<file path="config.mk">
export PLATFORM = sky130hd
export DESIGN_NAME = data_space_address_decoder
export DESIGN_NICKNAME = d
export VERILOG_FILES = /design/src/design/data_space_pkg.sv /design/src/design/data_space_address_decoder.sv /design/src/design/data_byte_store.sv
export VERILOG_INCLUDE_DIRS = /design/src /design/src/design
export SDC_FILE = /design/constraint.sdc
export NUM_CORES = 1
export LEC_CHECK = 0
export BUFFER_PORTS_ARGS = -buffer_cell sky130_fd_sc_hd__buf_2
export CORE_MARGIN = 2
export CORE_UTILIZATION = 58
export DETAILED_ROUTE_END_ITERATION = 6
export PLACE_DENSITY = 0.78
export SLEW_MARGIN = 30
export SYNTH_ARGS = -nofsm -noshare
export SYNTH_HDL_FRONTEND = slang
export SYNTH_HIERARCHICAL = 1
export SYNTH_SLANG_ARGS = --single-unit
</file>
<file path="constraint.sdc">
create_clock -name ref_clk -period 6.4 [get_ports ref_clk]
set_clock_uncertainty 0.05 [all_clocks]
set_input_delay 0.64 -clock ref_clk [delete_from_list [all_inputs] [get_ports ref_clk]]
set_output_delay 0.64 -clock ref_clk [all_outputs]
set_load 0.05 [all_outputs]
</file>
<file path="src/design/data_space_cfg.svh">
`ifndef DATA_SPACE_CFG_SVH
`define DATA_SPACE_CFG_SVH

// data space layout
`define LOW_RAM_DEFAULT_BYTES 48
`define LOW_SPACE_BYTES 128
`define REG_PAGE_BYTES 16
`define REG_PAGE 4'hf
`define UNUSED_READ 8'hff
`define REG_RESET 8'h00
`define PC_RESET 15'h0000

// writable register and read-only pin view addresses
`define ADDR_PORT_L_DATA 8'hd0
`define ADDR_PORT_L_CONFIG 8'hd1
`define ADDR_PORT_L_PINS 8'hd2
`define ADDR_PORT_G_DATA 8'hd4
`define ADDR_PORT_G_CONFIG 8'hd5
`define ADDR_PORT_G_PINS 8'hd6
`define ADDR_INPUT_ONLY_PINS 8'hd7
`define ADDR_OUTPUT_ONLY_DATA 8'hdc
`define ADDR_SERIAL_SHIFT 8'he9
`define ADDR_TIMER_LOW 8'hea
`define ADDR_TIMER_HIGH 8'heb
`define ADDR_RELOAD_LOW 8'hec
`define ADDR_RELOAD_HIGH 8'hed
`define ADDR_TIMER_SERIAL_CTRL 8'hee
`define ADDR_STATUS_WORD 8'hef
`define ADDR_INDEX_POINTER 8'hfc
`define ADDR_STACK_POINTER 8'hfd
`define ADDR_BASE_POINTER 8'hfe

// positions in the writable register array
`define NUM_WREGS 15
`define IDX_TIMER_HIGH 7
`define IDX_INDEX_POINTER 12
`define IDX_BASE_POINTER 14

// pin views
`define NUM_PIN_PORTS 3
`define PIN_PORT_L 0
`define PIN_PORT_G 1
`define PIN_INPUT_ONLY 2

// program counter split
`define PC_WIDTH 15
`define PC_HIGH_LSB 8

`endif

</file>
<file path="src/design/data_space_pkg.sv">
package data_space_pkg;

    typedef logic [7:0] byte_t;

    // one access from the core datapath; rd and wr together is an exchange
    typedef struct packed {
        logic rd;
        logic wr;
        byte_t addr;
        byte_t wdata;
    } data_req_t;

    typedef enum logic [2:0] {
        FORM_DIRECT,
        FORM_BASE_IND,
        FORM_INDEX_IND,
        FORM_IMMEDIATE,
        FORM_REGISTER
    } operand_form_t;

    typedef struct packed {
        operand_form_t form;
        byte_t field;
        logic [2:0] bit_num;
    } operand_req_t;

    // field order mirrors the register array, highest index first
    typedef struct packed {
        byte_t base_pointer;
        byte_t stack_pointer;
        byte_t index_pointer;
        byte_t processor_status_word;
        byte_t timer_serial_control;
        byte_t timer_reload_high;
        byte_t timer_reload_low;
        byte_t timer_count_high;
        byte_t timer_count_low;
        byte_t serial_shift_data;
        byte_t output_only_port_data;
        byte_t port_g_pin_config;
        byte_t port_g_output_data;
        byte_t port_l_pin_config;
        byte_t port_l_output_data;
    } periph_regs_t;

endpackage : data_space_pkg

</file>
<file path="src/design/data_space_address_decoder.sv">
`timescale 1ns/1ns
`include "data_space_cfg.svh"
module data_space_address_decoder #(
    parameter int LOW_RAM_BYTES = `LOW_RAM_DEFAULT_BYTES
) (
    // clock and reset
    input wire logic ref_clk,
    input wire logic nrst,
    // core data access
    input wire data_space_pkg::data_req_t req,
    output data_space_pkg::byte_t rd_data,
    // core operand resolution
    input wire data_space_pkg::operand_req_t operand,
    output data_space_pkg::byte_t operand_addr,
    output logic operand_is_imm,
    output data_space_pkg::byte_t operand_bit_mask,
    // accumulator and program counter
    input wire logic acc_load,
    input wire data_space_pkg::byte_t acc_value,
    input wire logic pc_load,
    input wire logic [`PC_WIDTH-1:0] pc_value,
    input wire logic counter_high_load,
    input wire logic [`PC_WIDTH-`PC_HIGH_LSB-1:0] counter_high_value,
    output data_space_pkg::byte_t acc_q,
    output logic [`PC_WIDTH-1:0] program_counter_q,
    output logic [`PC_WIDTH-`PC_HIGH_LSB-1:0] counter_high_part_q,
    // pins
    input wire data_space_pkg::byte_t port_l_pins,
    input wire data_space_pkg::byte_t port_g_pins,
    input wire data_space_pkg::byte_t input_only_pins,
    // register contents toward the peripherals
    output data_space_pkg::periph_regs_t regs_q
);

    if (LOW_RAM_BYTES < 1 || LOW_RAM_BYTES > `LOW_SPACE_BYTES) begin : g_bad_ram
        $error("data_space_address_decoder: LOW_RAM_BYTES out of range");
    end

    localparam int STORE_DEPTH = LOW_RAM_BYTES + `REG_PAGE_BYTES;
    localparam int STORE_AW = $clog2(STORE_DEPTH);
    localparam logic [8:0] LOW_RAM_LIMIT = 9'(LOW_RAM_BYTES);
    localparam logic [STORE_AW-1:0] REG_PAGE_BASE = STORE_AW'(LOW_RAM_BYTES);
    localparam logic [`NUM_WREGS-1:0][7:0] WR_ADDR = {
        `ADDR_BASE_POINTER, `ADDR_STACK_POINTER, `ADDR_INDEX_POINTER,
        `ADDR_STATUS_WORD, `ADDR_TIMER_SERIAL_CTRL, `ADDR_RELOAD_HIGH,
        `ADDR_RELOAD_LOW, `ADDR_TIMER_HIGH, `ADDR_TIMER_LOW,
        `ADDR_SERIAL_SHIFT, `ADDR_OUTPUT_ONLY_DATA, `ADDR_PORT_G_CONFIG,
        `ADDR_PORT_G_DATA, `ADDR_PORT_L_CONFIG, `ADDR_PORT_L_DATA
    };
    localparam logic [`NUM_PIN_PORTS-1:0][7:0] PIN_ADDR = {
        `ADDR_INPUT_ONLY_PINS, `ADDR_PORT_G_PINS, `ADDR_PORT_L_PINS
    };
    localparam logic [`PC_WIDTH-1:0] PC_INIT = `PC_RESET;

    ////////////////////////////////////////////////////////////////////////////
    // pin synchronisers

    logic [`NUM_PIN_PORTS-1:0][7:0] pins_raw;
    logic [`NUM_PIN_PORTS-1:0][7:0] pins_meta_q;
    logic [`NUM_PIN_PORTS-1:0][7:0] pins_sync_q;

    assign pins_raw[`PIN_PORT_L] = port_l_pins;
    assign pins_raw[`PIN_PORT_G] = port_g_pins;
    assign pins_raw[`PIN_INPUT_ONLY] = input_only_pins;

    for (genvar p = 0; p < `NUM_PIN_PORTS; p++) begin : g_sync
        always_ff @(posedge ref_clk or negedge nrst) begin
            if (!nrst) begin
                pins_meta_q[p] <= `REG_RESET;
                pins_sync_q[p] <= `REG_RESET;
            end else begin
                pins_meta_q[p] <= pins_raw[p];
                pins_sync_q[p] <= pins_meta_q[p];
            end
        end
    end

    ////////////////////////////////////////////////////////////////////////////
    // address decode

    wire [7:0] a = req.addr;
    wire [`NUM_WREGS-1:0] sel_wreg;
    wire [`NUM_PIN_PORTS-1:0] sel_pins;
    wire sel_low_ram = {1'b0, a} < LOW_RAM_LIMIT;
    wire sel_pointer = sel_wreg[`IDX_INDEX_POINTER] | sel_wreg[`IDX_INDEX_POINTER + 1]
        | sel_wreg[`IDX_BASE_POINTER];
    wire sel_reg_ram = (a[7:4] == `REG_PAGE) & ~sel_pointer;
    wire sel_ram = sel_low_ram | sel_reg_ram;

    for (genvar i = 0; i < `NUM_WREGS; i++) begin : g_wsel
        assign sel_wreg[i] = (a == WR_ADDR[i]);
    end

    for (genvar p = 0; p < `NUM_PIN_PORTS; p++) begin : g_psel
        assign sel_pins[p] = (a == PIN_ADDR[p]);
    end

    wire sel_unused = ~(sel_ram | (|sel_wreg) | (|sel_pins));

    ////////////////////////////////////////////////////////////////////////////
    // storage: ram bytes and register-page bytes share one array

    wire [STORE_AW-1:0] store_index = sel_low_ram ? STORE_AW'(a)
        : REG_PAGE_BASE + STORE_AW'(a[3:0]);
    wire ram_wr = req.wr & sel_ram;
    data_space_pkg::byte_t ram_rdata;

    data_byte_store #(
        .DEPTH(STORE_DEPTH),
        .AW(STORE_AW)
    ) u_store (
        .ref_clk(ref_clk),
        .wr_en(ram_wr),
        .wr_index(store_index),
        .wr_data(req.wdata),
        .rd_index(store_index),
        .rd_data(ram_rdata)
    );

    ////////////////////////////////////////////////////////////////////////////
    // writable registers

    logic [`NUM_WREGS-1:0][7:0] wreg_q;

    // only a matching register takes a write
    for (genvar i = 0; i < `NUM_WREGS; i++) begin : g_wreg
        always_ff @(posedge ref_clk or negedge nrst) begin
            if (!nrst) begin
                wreg_q[i] <= `REG_RESET;
            end else if (req.wr && sel_wreg[i]) begin
                wreg_q[i] <= req.wdata;
            end
        end
    end

    // pointers are writable registers, not bytes of the shared ram array
    assign regs_q = wreg_q;

    ////////////////////////////////////////////////////////////////////////////
    // read multiplexer

    // one-hot and-or select, no clock in the path
    logic [`NUM_WREGS:0][7:0] wreg_part;
    logic [`NUM_PIN_PORTS:0][7:0] pins_part;
    assign wreg_part[0] = {8{sel_ram}} & ram_rdata;
    assign pins_part[0] = {8{sel_unused}} & `UNUSED_READ;

    for (genvar i = 0; i < `NUM_WREGS; i++) begin : g_wrd
        assign wreg_part[i + 1] = wreg_part[i] | ({8{sel_wreg[i]}} & wreg_q[i]);
    end

    for (genvar p = 0; p < `NUM_PIN_PORTS; p++) begin : g_prd
        assign pins_part[p + 1] = pins_part[p] | ({8{sel_pins[p]}} & pins_sync_q[p]);
    end

    assign rd_data = wreg_part[`NUM_WREGS] | pins_part[`NUM_PIN_PORTS];

    ////////////////////////////////////////////////////////////////////////////
    // operand resolution

    data_space_pkg::byte_t base_ptr;
    data_space_pkg::byte_t index_ptr;
    assign base_ptr = wreg_q[`IDX_BASE_POINTER];
    assign index_ptr = wreg_q[`IDX_INDEX_POINTER];

    wire is_base = operand.form == data_space_pkg::FORM_BASE_IND;
    wire is_index = operand.form == data_space_pkg::FORM_INDEX_IND;
    wire is_reg = operand.form == data_space_pkg::FORM_REGISTER;
    wire [7:0] reg_addr = {`REG_PAGE, operand.field[3:0]};
    wire [7:0] ptr_addr = is_base ? base_ptr : index_ptr;
    wire [7:0] dir_addr = is_reg ? reg_addr : operand.field;

    assign operand_addr = (is_base | is_index) ? ptr_addr : dir_addr;
    assign operand_is_imm = operand.form == data_space_pkg::FORM_IMMEDIATE;
    assign operand_bit_mask = 8'h01 << operand.bit_num;

    ////////////////////////////////////////////////////////////////////////////
    // accumulator and program counter, outside the data space

    always_ff @(posedge ref_clk or negedge nrst) begin
        if (!nrst) begin
            acc_q <= `REG_RESET;
        end else if (acc_load) begin
            acc_q <= acc_value;
        end
    end

    always_ff @(posedge ref_clk or negedge nrst) begin
        if (!nrst) begin
            program_counter_q[`PC_HIGH_LSB-1:0] <= PC_INIT[`PC_HIGH_LSB-1:0];
        end else if (pc_load) begin
            program_counter_q[`PC_HIGH_LSB-1:0] <= pc_value[`PC_HIGH_LSB-1:0];
        end
    end

    // high part loads on its own or with the whole counter
    always_ff @(posedge ref_clk or negedge nrst) begin
        if (!nrst) begin
            program_counter_q[`PC_WIDTH-1:`PC_HIGH_LSB] <= PC_INIT[`PC_WIDTH-1:`PC_HIGH_LSB];
        end else if (pc_load) begin
            program_counter_q[`PC_WIDTH-1:`PC_HIGH_LSB] <= pc_value[`PC_WIDTH-1:`PC_HIGH_LSB];
        end else if (counter_high_load) begin
            program_counter_q[`PC_WIDTH-1:`PC_HIGH_LSB] <= counter_high_value;
        end
    end

    assign counter_high_part_q = program_counter_q[`PC_WIDTH-1:`PC_HIGH_LSB];
endmodule : data_space_address_decoder

</file>
<file path="src/design/data_byte_store.sv">
`timescale 1ns/1ns
module data_byte_store #(
    parameter int DEPTH = 64,
    parameter int AW = 7
) (
    // clock
    input wire logic ref_clk,
    // write side
    input wire logic wr_en,
    input wire logic [AW-1:0] wr_index,
    input wire logic [7:0] wr_data,
    // read side
    input wire logic [AW-1:0] rd_index,
    output logic [7:0] rd_data
);

    if (DEPTH < 1 || DEPTH > (1 << AW)) begin : g_bad_depth
        $error("data_byte_store: DEPTH does not fit AW");
    end

    // contents are undefined after reset, as plain RAM would be
    logic [7:0] mem [DEPTH];

    always_ff @(posedge ref_clk) begin
        if (wr_en) begin
            mem[wr_index] <= wr_data;
        end
    end

    assign rd_data = mem[rd_index];

endmodule : data_byte_store

</file>
**After elaboration in Yosys (flattened, before gate mapping)**

Memories as Yosys holds them, arrays and structs flattened.
Cells that the tools add are included.

- Register bits after elaboration: 191
- RAM bits: 512
- Bits of input ports: 91
- Output and inout port bits: 175
- Memories kept: 1

Memories:

| name | words | bits a word | read ports | clocked after memory_dff | write ports | line | text |
|---|---|---|---|---|---|---|---|
| u_store.mem | 64 | 8 | 1 | 0 | 1 | data_byte_store.sv:22 | `logic [7:0] mem [DEPTH];` |

- $add $sub $neg: 1
- Order comparisons: 1
- Equality and inequality tests: 23
- Shift-type cells: 1
- Mux-type cells: 8
- Bitwise gates (word level): 48
- Reduce and logical (&&, ||, !) cells: 18

Operators by type and width:

| cell | number |
|---|---|
| 8-bit AND | 19 |
| 8-bit OR | 19 |
| 8-bit equality test, second input constant | 18 |
| 8-bit two-way mux | 3 |
| 1-bit logical AND | 15 |
| 15-bit OR reduction | 1 |
| 7-bit two-way mux | 2 |
| 8-bit by 6-bit < comparator with 1-bit output, second input constant | 1 |
| 1-bit by 3-bit << shifter with 8-bit output, first input constant | 1 |
| 5-bit by 5-bit adder with 6-bit output, first input constant | 1 |
| 3-bit by 2-bit equality test with 1-bit output, second input constant | 2 |
| 6-bit two-way mux | 1 |
| 1-bit OR | 6 |
| 4-bit equality test, second input constant | 1 |
| 3-bit by 1-bit equality test with 1-bit output, second input constant | 1 |
| 3-bit equality test, second input constant | 1 |
| 3-bit OR reduction | 1 |
| 1-bit AND | 2 |
| 1-bit two-way mux | 2 |
| 1-bit inverter | 2 |
| 2-bit nonzero test | 1 |

**Logic depth before layout (Yosys ltp)**

- Word-level depth: 23
- Gate-level depth with buffers: 11
- Mapped depth without buffers: 8

**By module**

Netlist, hierarchy kept.

Modules (own cells, without submodules):

| module | instances | cells each | area each (sq um) | sequential area each (sq um) |
|---|---|---|---|---|
| data_byte_store | 1 | 932 | 20,006.7 | 15,374.7 |
| data_space_address_decoder | 1 | 688 | 8,747.1 | 4,779.6 |

**Worst setup path after synthesis**

OpenSTA, ideal clock, no wires.

- Path kind: input to output
- Start point: input port req[12] (netlist name)
- End point: output port rd_data[0]
- Arrival time: 3,419 ps
- Path slack: 2,291 ps
- Stages on the path: 11
- Cell sequence: buf_4 > clkbuf_1 > or3_1 > clkbuf_1 > clkbuf_1 > clkbuf_1 > o2111ai_1 > nand2_1 > o2bb2ai_1 > a2111oi_0 > nand4_1

- Elaborated cells between the ends (all ways): 70
- Those cells by class: 1 x order compare; 19 x eq/ne; 1 x mux; 46 x bitwise; 2 x reduce/logical; 1 x memory

RTL lines:

| item | line | text |
|---|---|---|
| from (decl) | data_space_address_decoder.sv:10 | `input wire data_space_pkg::data_req_t req,` |
| 8-bit by 6-bit < comparator with 1-bit output | data_space_address_decoder.sv:84 | `wire sel_low_ram = {1'b0, a} < LOW_RAM_LIMIT;` |
| 6-bit two-way mux * | data_space_address_decoder.sv:103 | `wire [STORE_AW-1:0] store_index = sel_low_ram ? STORE_AW'(a)` |
| net store_index[4] | data_space_address_decoder.sv:103 |  |
| memory read 64 x 8 bit * | -- |  |
| net ram_rdata[0] | data_space_address_decoder.sv:106 | `data_space_pkg::byte_t ram_rdata;` |
| 8-bit AND * | data_space_address_decoder.sv:145 | `assign wreg_part[0] = {8{sel_ram}} & ram_rdata;` |
| 8-bit OR * (15 in a row) | data_space_address_decoder.sv:149 | `assign wreg_part[i + 1] = wreg_part[i] \| ({8{sel_wreg[i]}} & wreg_q[i]);` |
| 8-bit OR * | data_space_address_decoder.sv:156 | `` assign rd_data = wreg_part[`NUM_WREGS] \| pins_part[`NUM_PIN_PORTS]; `` |
| to (decl) | data_space_address_decoder.sv:11 | `output data_space_pkg::byte_t rd_data,` |

The timed path passes the listed nets; every way through them passes the cells marked *.

**Worst setup path after layout**

- Start point: input port req[8] (netlist name)
- End point: output port rd_data[0]

- Elaborated cells between the ends (all ways): 70
- Those cells by class: 1 x add/sub; 1 x order compare; 18 x eq/ne; 1 x mux; 46 x bitwise; 2 x reduce/logical; 1 x memory

RTL lines:

| item | line |
|---|---|
| 8-bit by 6-bit < comparator with 1-bit output / 5-bit by 5-bit adder with 6-bit output (equally long branches) | data_space_address_decoder.sv:84, data_space_address_decoder.sv:104 |
| 6-bit two-way mux * | data_space_address_decoder.sv:103 |
| memory read 64 x 8 bit * | -- |
| net ram_rdata[0] | data_space_address_decoder.sv:106 |
| 8-bit AND * | data_space_address_decoder.sv:145 |
| 8-bit OR * (15 in a row) | data_space_address_decoder.sv:149 |
| 8-bit OR * | data_space_address_decoder.sv:156 |

Marks and branches as above.

==> impl_metrics.csv <==
group,metric,value,unit
status,outcome,"finished clean",
flow_run,maxCapViolations,0,
final_layout,fin_util,66.88,%
grt,grt_pass1_vias,16680,
synth,synth_area_leaders,"edfxtp_1 (53%), dfrtp_1 (17%), mux4_2 (10%)",
clock_tree,h-tree-depth,3,
synth,synth_edf_count,512,
clock_tree,cts_tree,"built",
floorplan,die-area,0.05137,mm2
synth,synth-async-reset-ratio,27.17,%
floorplan,core,0.04895,mm2
route,wl_per_cell,27.82,um
synth,synthSimpleGateAreaFrac,5.274,%
route,via_per_inst,6.528,
worst_hold_path,hold_path.class,"input pin to flop",
power_and_ir_drop,cellPowerDensity,299.0,mW/mm2
final_layout,nets,1968,
floorplan,initial_core_util,58.74,%
final_layout,num-fill-cells,3134,
synth,syn_nets,1711,
grt,grt_pass1_wl,106300,um
clock_tree,path_clk_slew,60,ps
sta,grt_setup_unrepaired,"false",
route,ant_nets,0,
clock_tree,root_buffer,"clkbuf_16",
critical_path,required,5710,ps
sta,period_needed,4945,ps
sta,slew_violations,0,
critical_path,r2r_end,"base_ptr[2]$_DFFE_PN0P_",
route,wirelength,72150,um
placement,gp_congestion,0.9440,
synth,synth_compound_area_share,4.582,%
placement,dpl_worst_slack,1608,ps
floorplan,ios,266,
synth,yosysTopAreaCell,"edfxtp_1",
synth,synth_top_flop_cell,"edfxtp_1",
critical_path,end_kind,"output port",
synth,synth.area.mux_share,17.85,%
route,drt_iter0_markers,2209,
grt,grt.overflow.total,0,
final_layout,drive_gt1_share,36.48,%
critical_path,cp-startpoint,"req[8]",
power_and_ir_drop,ir_worst_vdd,0.0002459,V
grt,global_route.usage.total,28.41,%
sta,finalCritPeriodShare,77.27,%
placement,post_dp_cell_area,0.03053,mm2
sta,setup_viol,0,
synth,ys_seq_elements,703,
grt,antenna_found_initial,2,
critical_path,reg2reg_slack,5410,ps
synth,yosysSeqAreaShare,70.09,%
sta,finalHoldViolations,0,
clock_tree,ctsResizeCount,0,
sta,setup_slack,1455,ps
route,first_pass_iters,6,
clock_tree,clock_sink_count,703,
synth,syn_area,0.02875,mm2
floorplan,die_w,226.7,um
critical_path,r2r_cells,1,
synth,synth_top_family_by_area,"multiplexers",
final_layout,area_growth,13.86,%
clock_tree,cts_buffers,70,
synth,netlist-cell-type-count,69,
synth,synth_most_common_cell,"edfxtp_1",
power_and_ir_drop,leakage,12.21,nW
critical_path,start_kind,"input pin",
placement,io_buffer_count,264,
floorplan,row_count,81,
sta,hold_slack,83.77,ps
clock_tree,clk_path_buf_depth,3,
sta,maxSlewHeadroom,33.26,%
synth,synth_xor_area_share,0,%
synth,synth_warnings,6,
route,drcViolationCount,0,
critical_path,cp.arrival,4260,ps
clock_tree,insertion_delay,610,ps
critical_path,cp_max_fo,77,
critical_path,cp-endpoint,"rd_data[0]",
floorplan,die_h,226.7,um
sta,final.setup.tns,0,ps
critical_path,critPathKind,"input pin to output port",
placement,hpwl,43930,um
synth,yosys.area.top_type_share,53.47,%
grt,grt_max_degree,134,
route,vias,16930,
critical_path,r2r-start,"base_ptr[2]$_DFFE_PN0P_",
synth,synth_common_cells,"edfxtp_1 (512), dfrtp_1 (191), mux2_2 (164)",
synth,synth_cells,1620,
sta,worst_slew_pin_slew,1001,ps
synth,syn_avg_cell_area,17.75,um2
final_layout,finalInstanceArea,0.03274,mm2
sta,max_freq,0.2022,GHz
synth,synthAdderAreaFrac,0,%
[stage by stage]
| stage | instances | power, mW |
|---|---|---|
| 2_1_floorplan | 1620 | 5.674 |
| 3_3_place_gp | 2467 | 5.962 |
| 3_5_place_dp | 2467 | 5.982 |
| 4_1_cts | 2589 | 9.831 |
| 5_1_grt | 2593 | 10.05 |
| 6_report | 2593 | 9.790 |
[layout by cell type (no fill, tap or decap), drive strengths merged, types with 4 or more instances in the layout]
cell	instances
o22ai	23
mux2	166
nor2	114
nand3	33
a21oi	24
nor2b	20
clkbuf	91
clkinv	26
or3	6
nand4	15
nor3	17
a221oi	11
mux4	128
o22a	4
and3	12
a32o	6
a22o	7
o2111ai	4
nand2b	8
inv	5
nor3b	4
a22oi	25
a221o	5
mux2i	38
buf	290
a2111oi	4
o221ai	8
a211oi	7
dfrtp	191
and2	5
nand2	49
o2bb2ai	5
nand3b	4
o21ai	18
o32ai	5
edfxtp	512
[state kept, by name, indices dropped and copies added (netlist names)]
signal / count
pins_sync_q: 24
index_ptr: 8
u_store/mem: 512
counter_high_part_q: 7
regs_q: 104
base_ptr: 8
pins_meta_q: 24
program_counter_q: 8
acc_q: 8
[layout make-up]
type	count	area, um2	area share (%)
inverter	5	18.77	0.05732
antenna	2	5.005	0.01529
multi-input combinational	806	7966	24.33
sequential	703	20150	61.56
clock buffer	91	1936	5.912
timing repair buffer	291	1600	4.888
tap	664	830.8	2.538
clock inverter	31	229.0	0.6994
[power by group]
group	internal [mW]	switching (mW)	leakage (nW)
logic	0.258	0.619	4.07
clock network	2.22	1.67	1.06
registers	4.97	0.0539	7.09
[layer usage]
layer  global-route usage, %  wire (um)
met5                       0          0
met3                   6.233       6655
met1                   38.38      26830
met4                   11.14       3089
met2                   45.57      35580
[worst max-delay path, stage by stage]
cell       delay (ps)
buf_8             540
mux4_2            650
mux4_2            530
nor2_1            140
nor3_1             80
o2bb2ai_1         230
a2111oi_0         730
nand4_1           270
buf_2             290
[worst min path at each step]
stage	cells past startpoint	startpoint	end	slack (ps)
floorplan	0	pins_meta_q[0]$_DFF_PN0_	pins_sync_q[0]$_DFF_PN0_	280
global placement	0	pins_meta_q[10]$_DFF_PN0_	pins_sync_q[10]$_DFF_PN0_	280
detailed placement	0	pins_meta_q[12]$_DFF_PN0_	pins_sync_q[12]$_DFF_PN0_	280
CTS	1	port_g_pins[3]	pins_meta_q[11]$_DFF_PN0_	70
global route	1	port_l_pins[1]	pins_meta_q[1]$_DFF_PN0_	60
finish	1	port_l_pins[5]	pins_meta_q[5]$_DFF_PN0_	80
[repair_timing]
| action | 4_1_cts | 5_1_grt |
|---|---|---|
| hold buffers | 0 | 1 |
| endpoints found under the hold margin | 0 | 57 |
| buffers inserted | 0 | 0 |
[kinds of logic (layout without fill, tap and decap cells)]
group,after synthesis,count (layout)
and+or+nand+nor,297,297
DFF,703,703
buffers and inverters,111,418
AOI/OAI and AO/OA,177,177
muxes,332,332
other,0,2
Note: power is estimated with default switching activity, not from simulation.
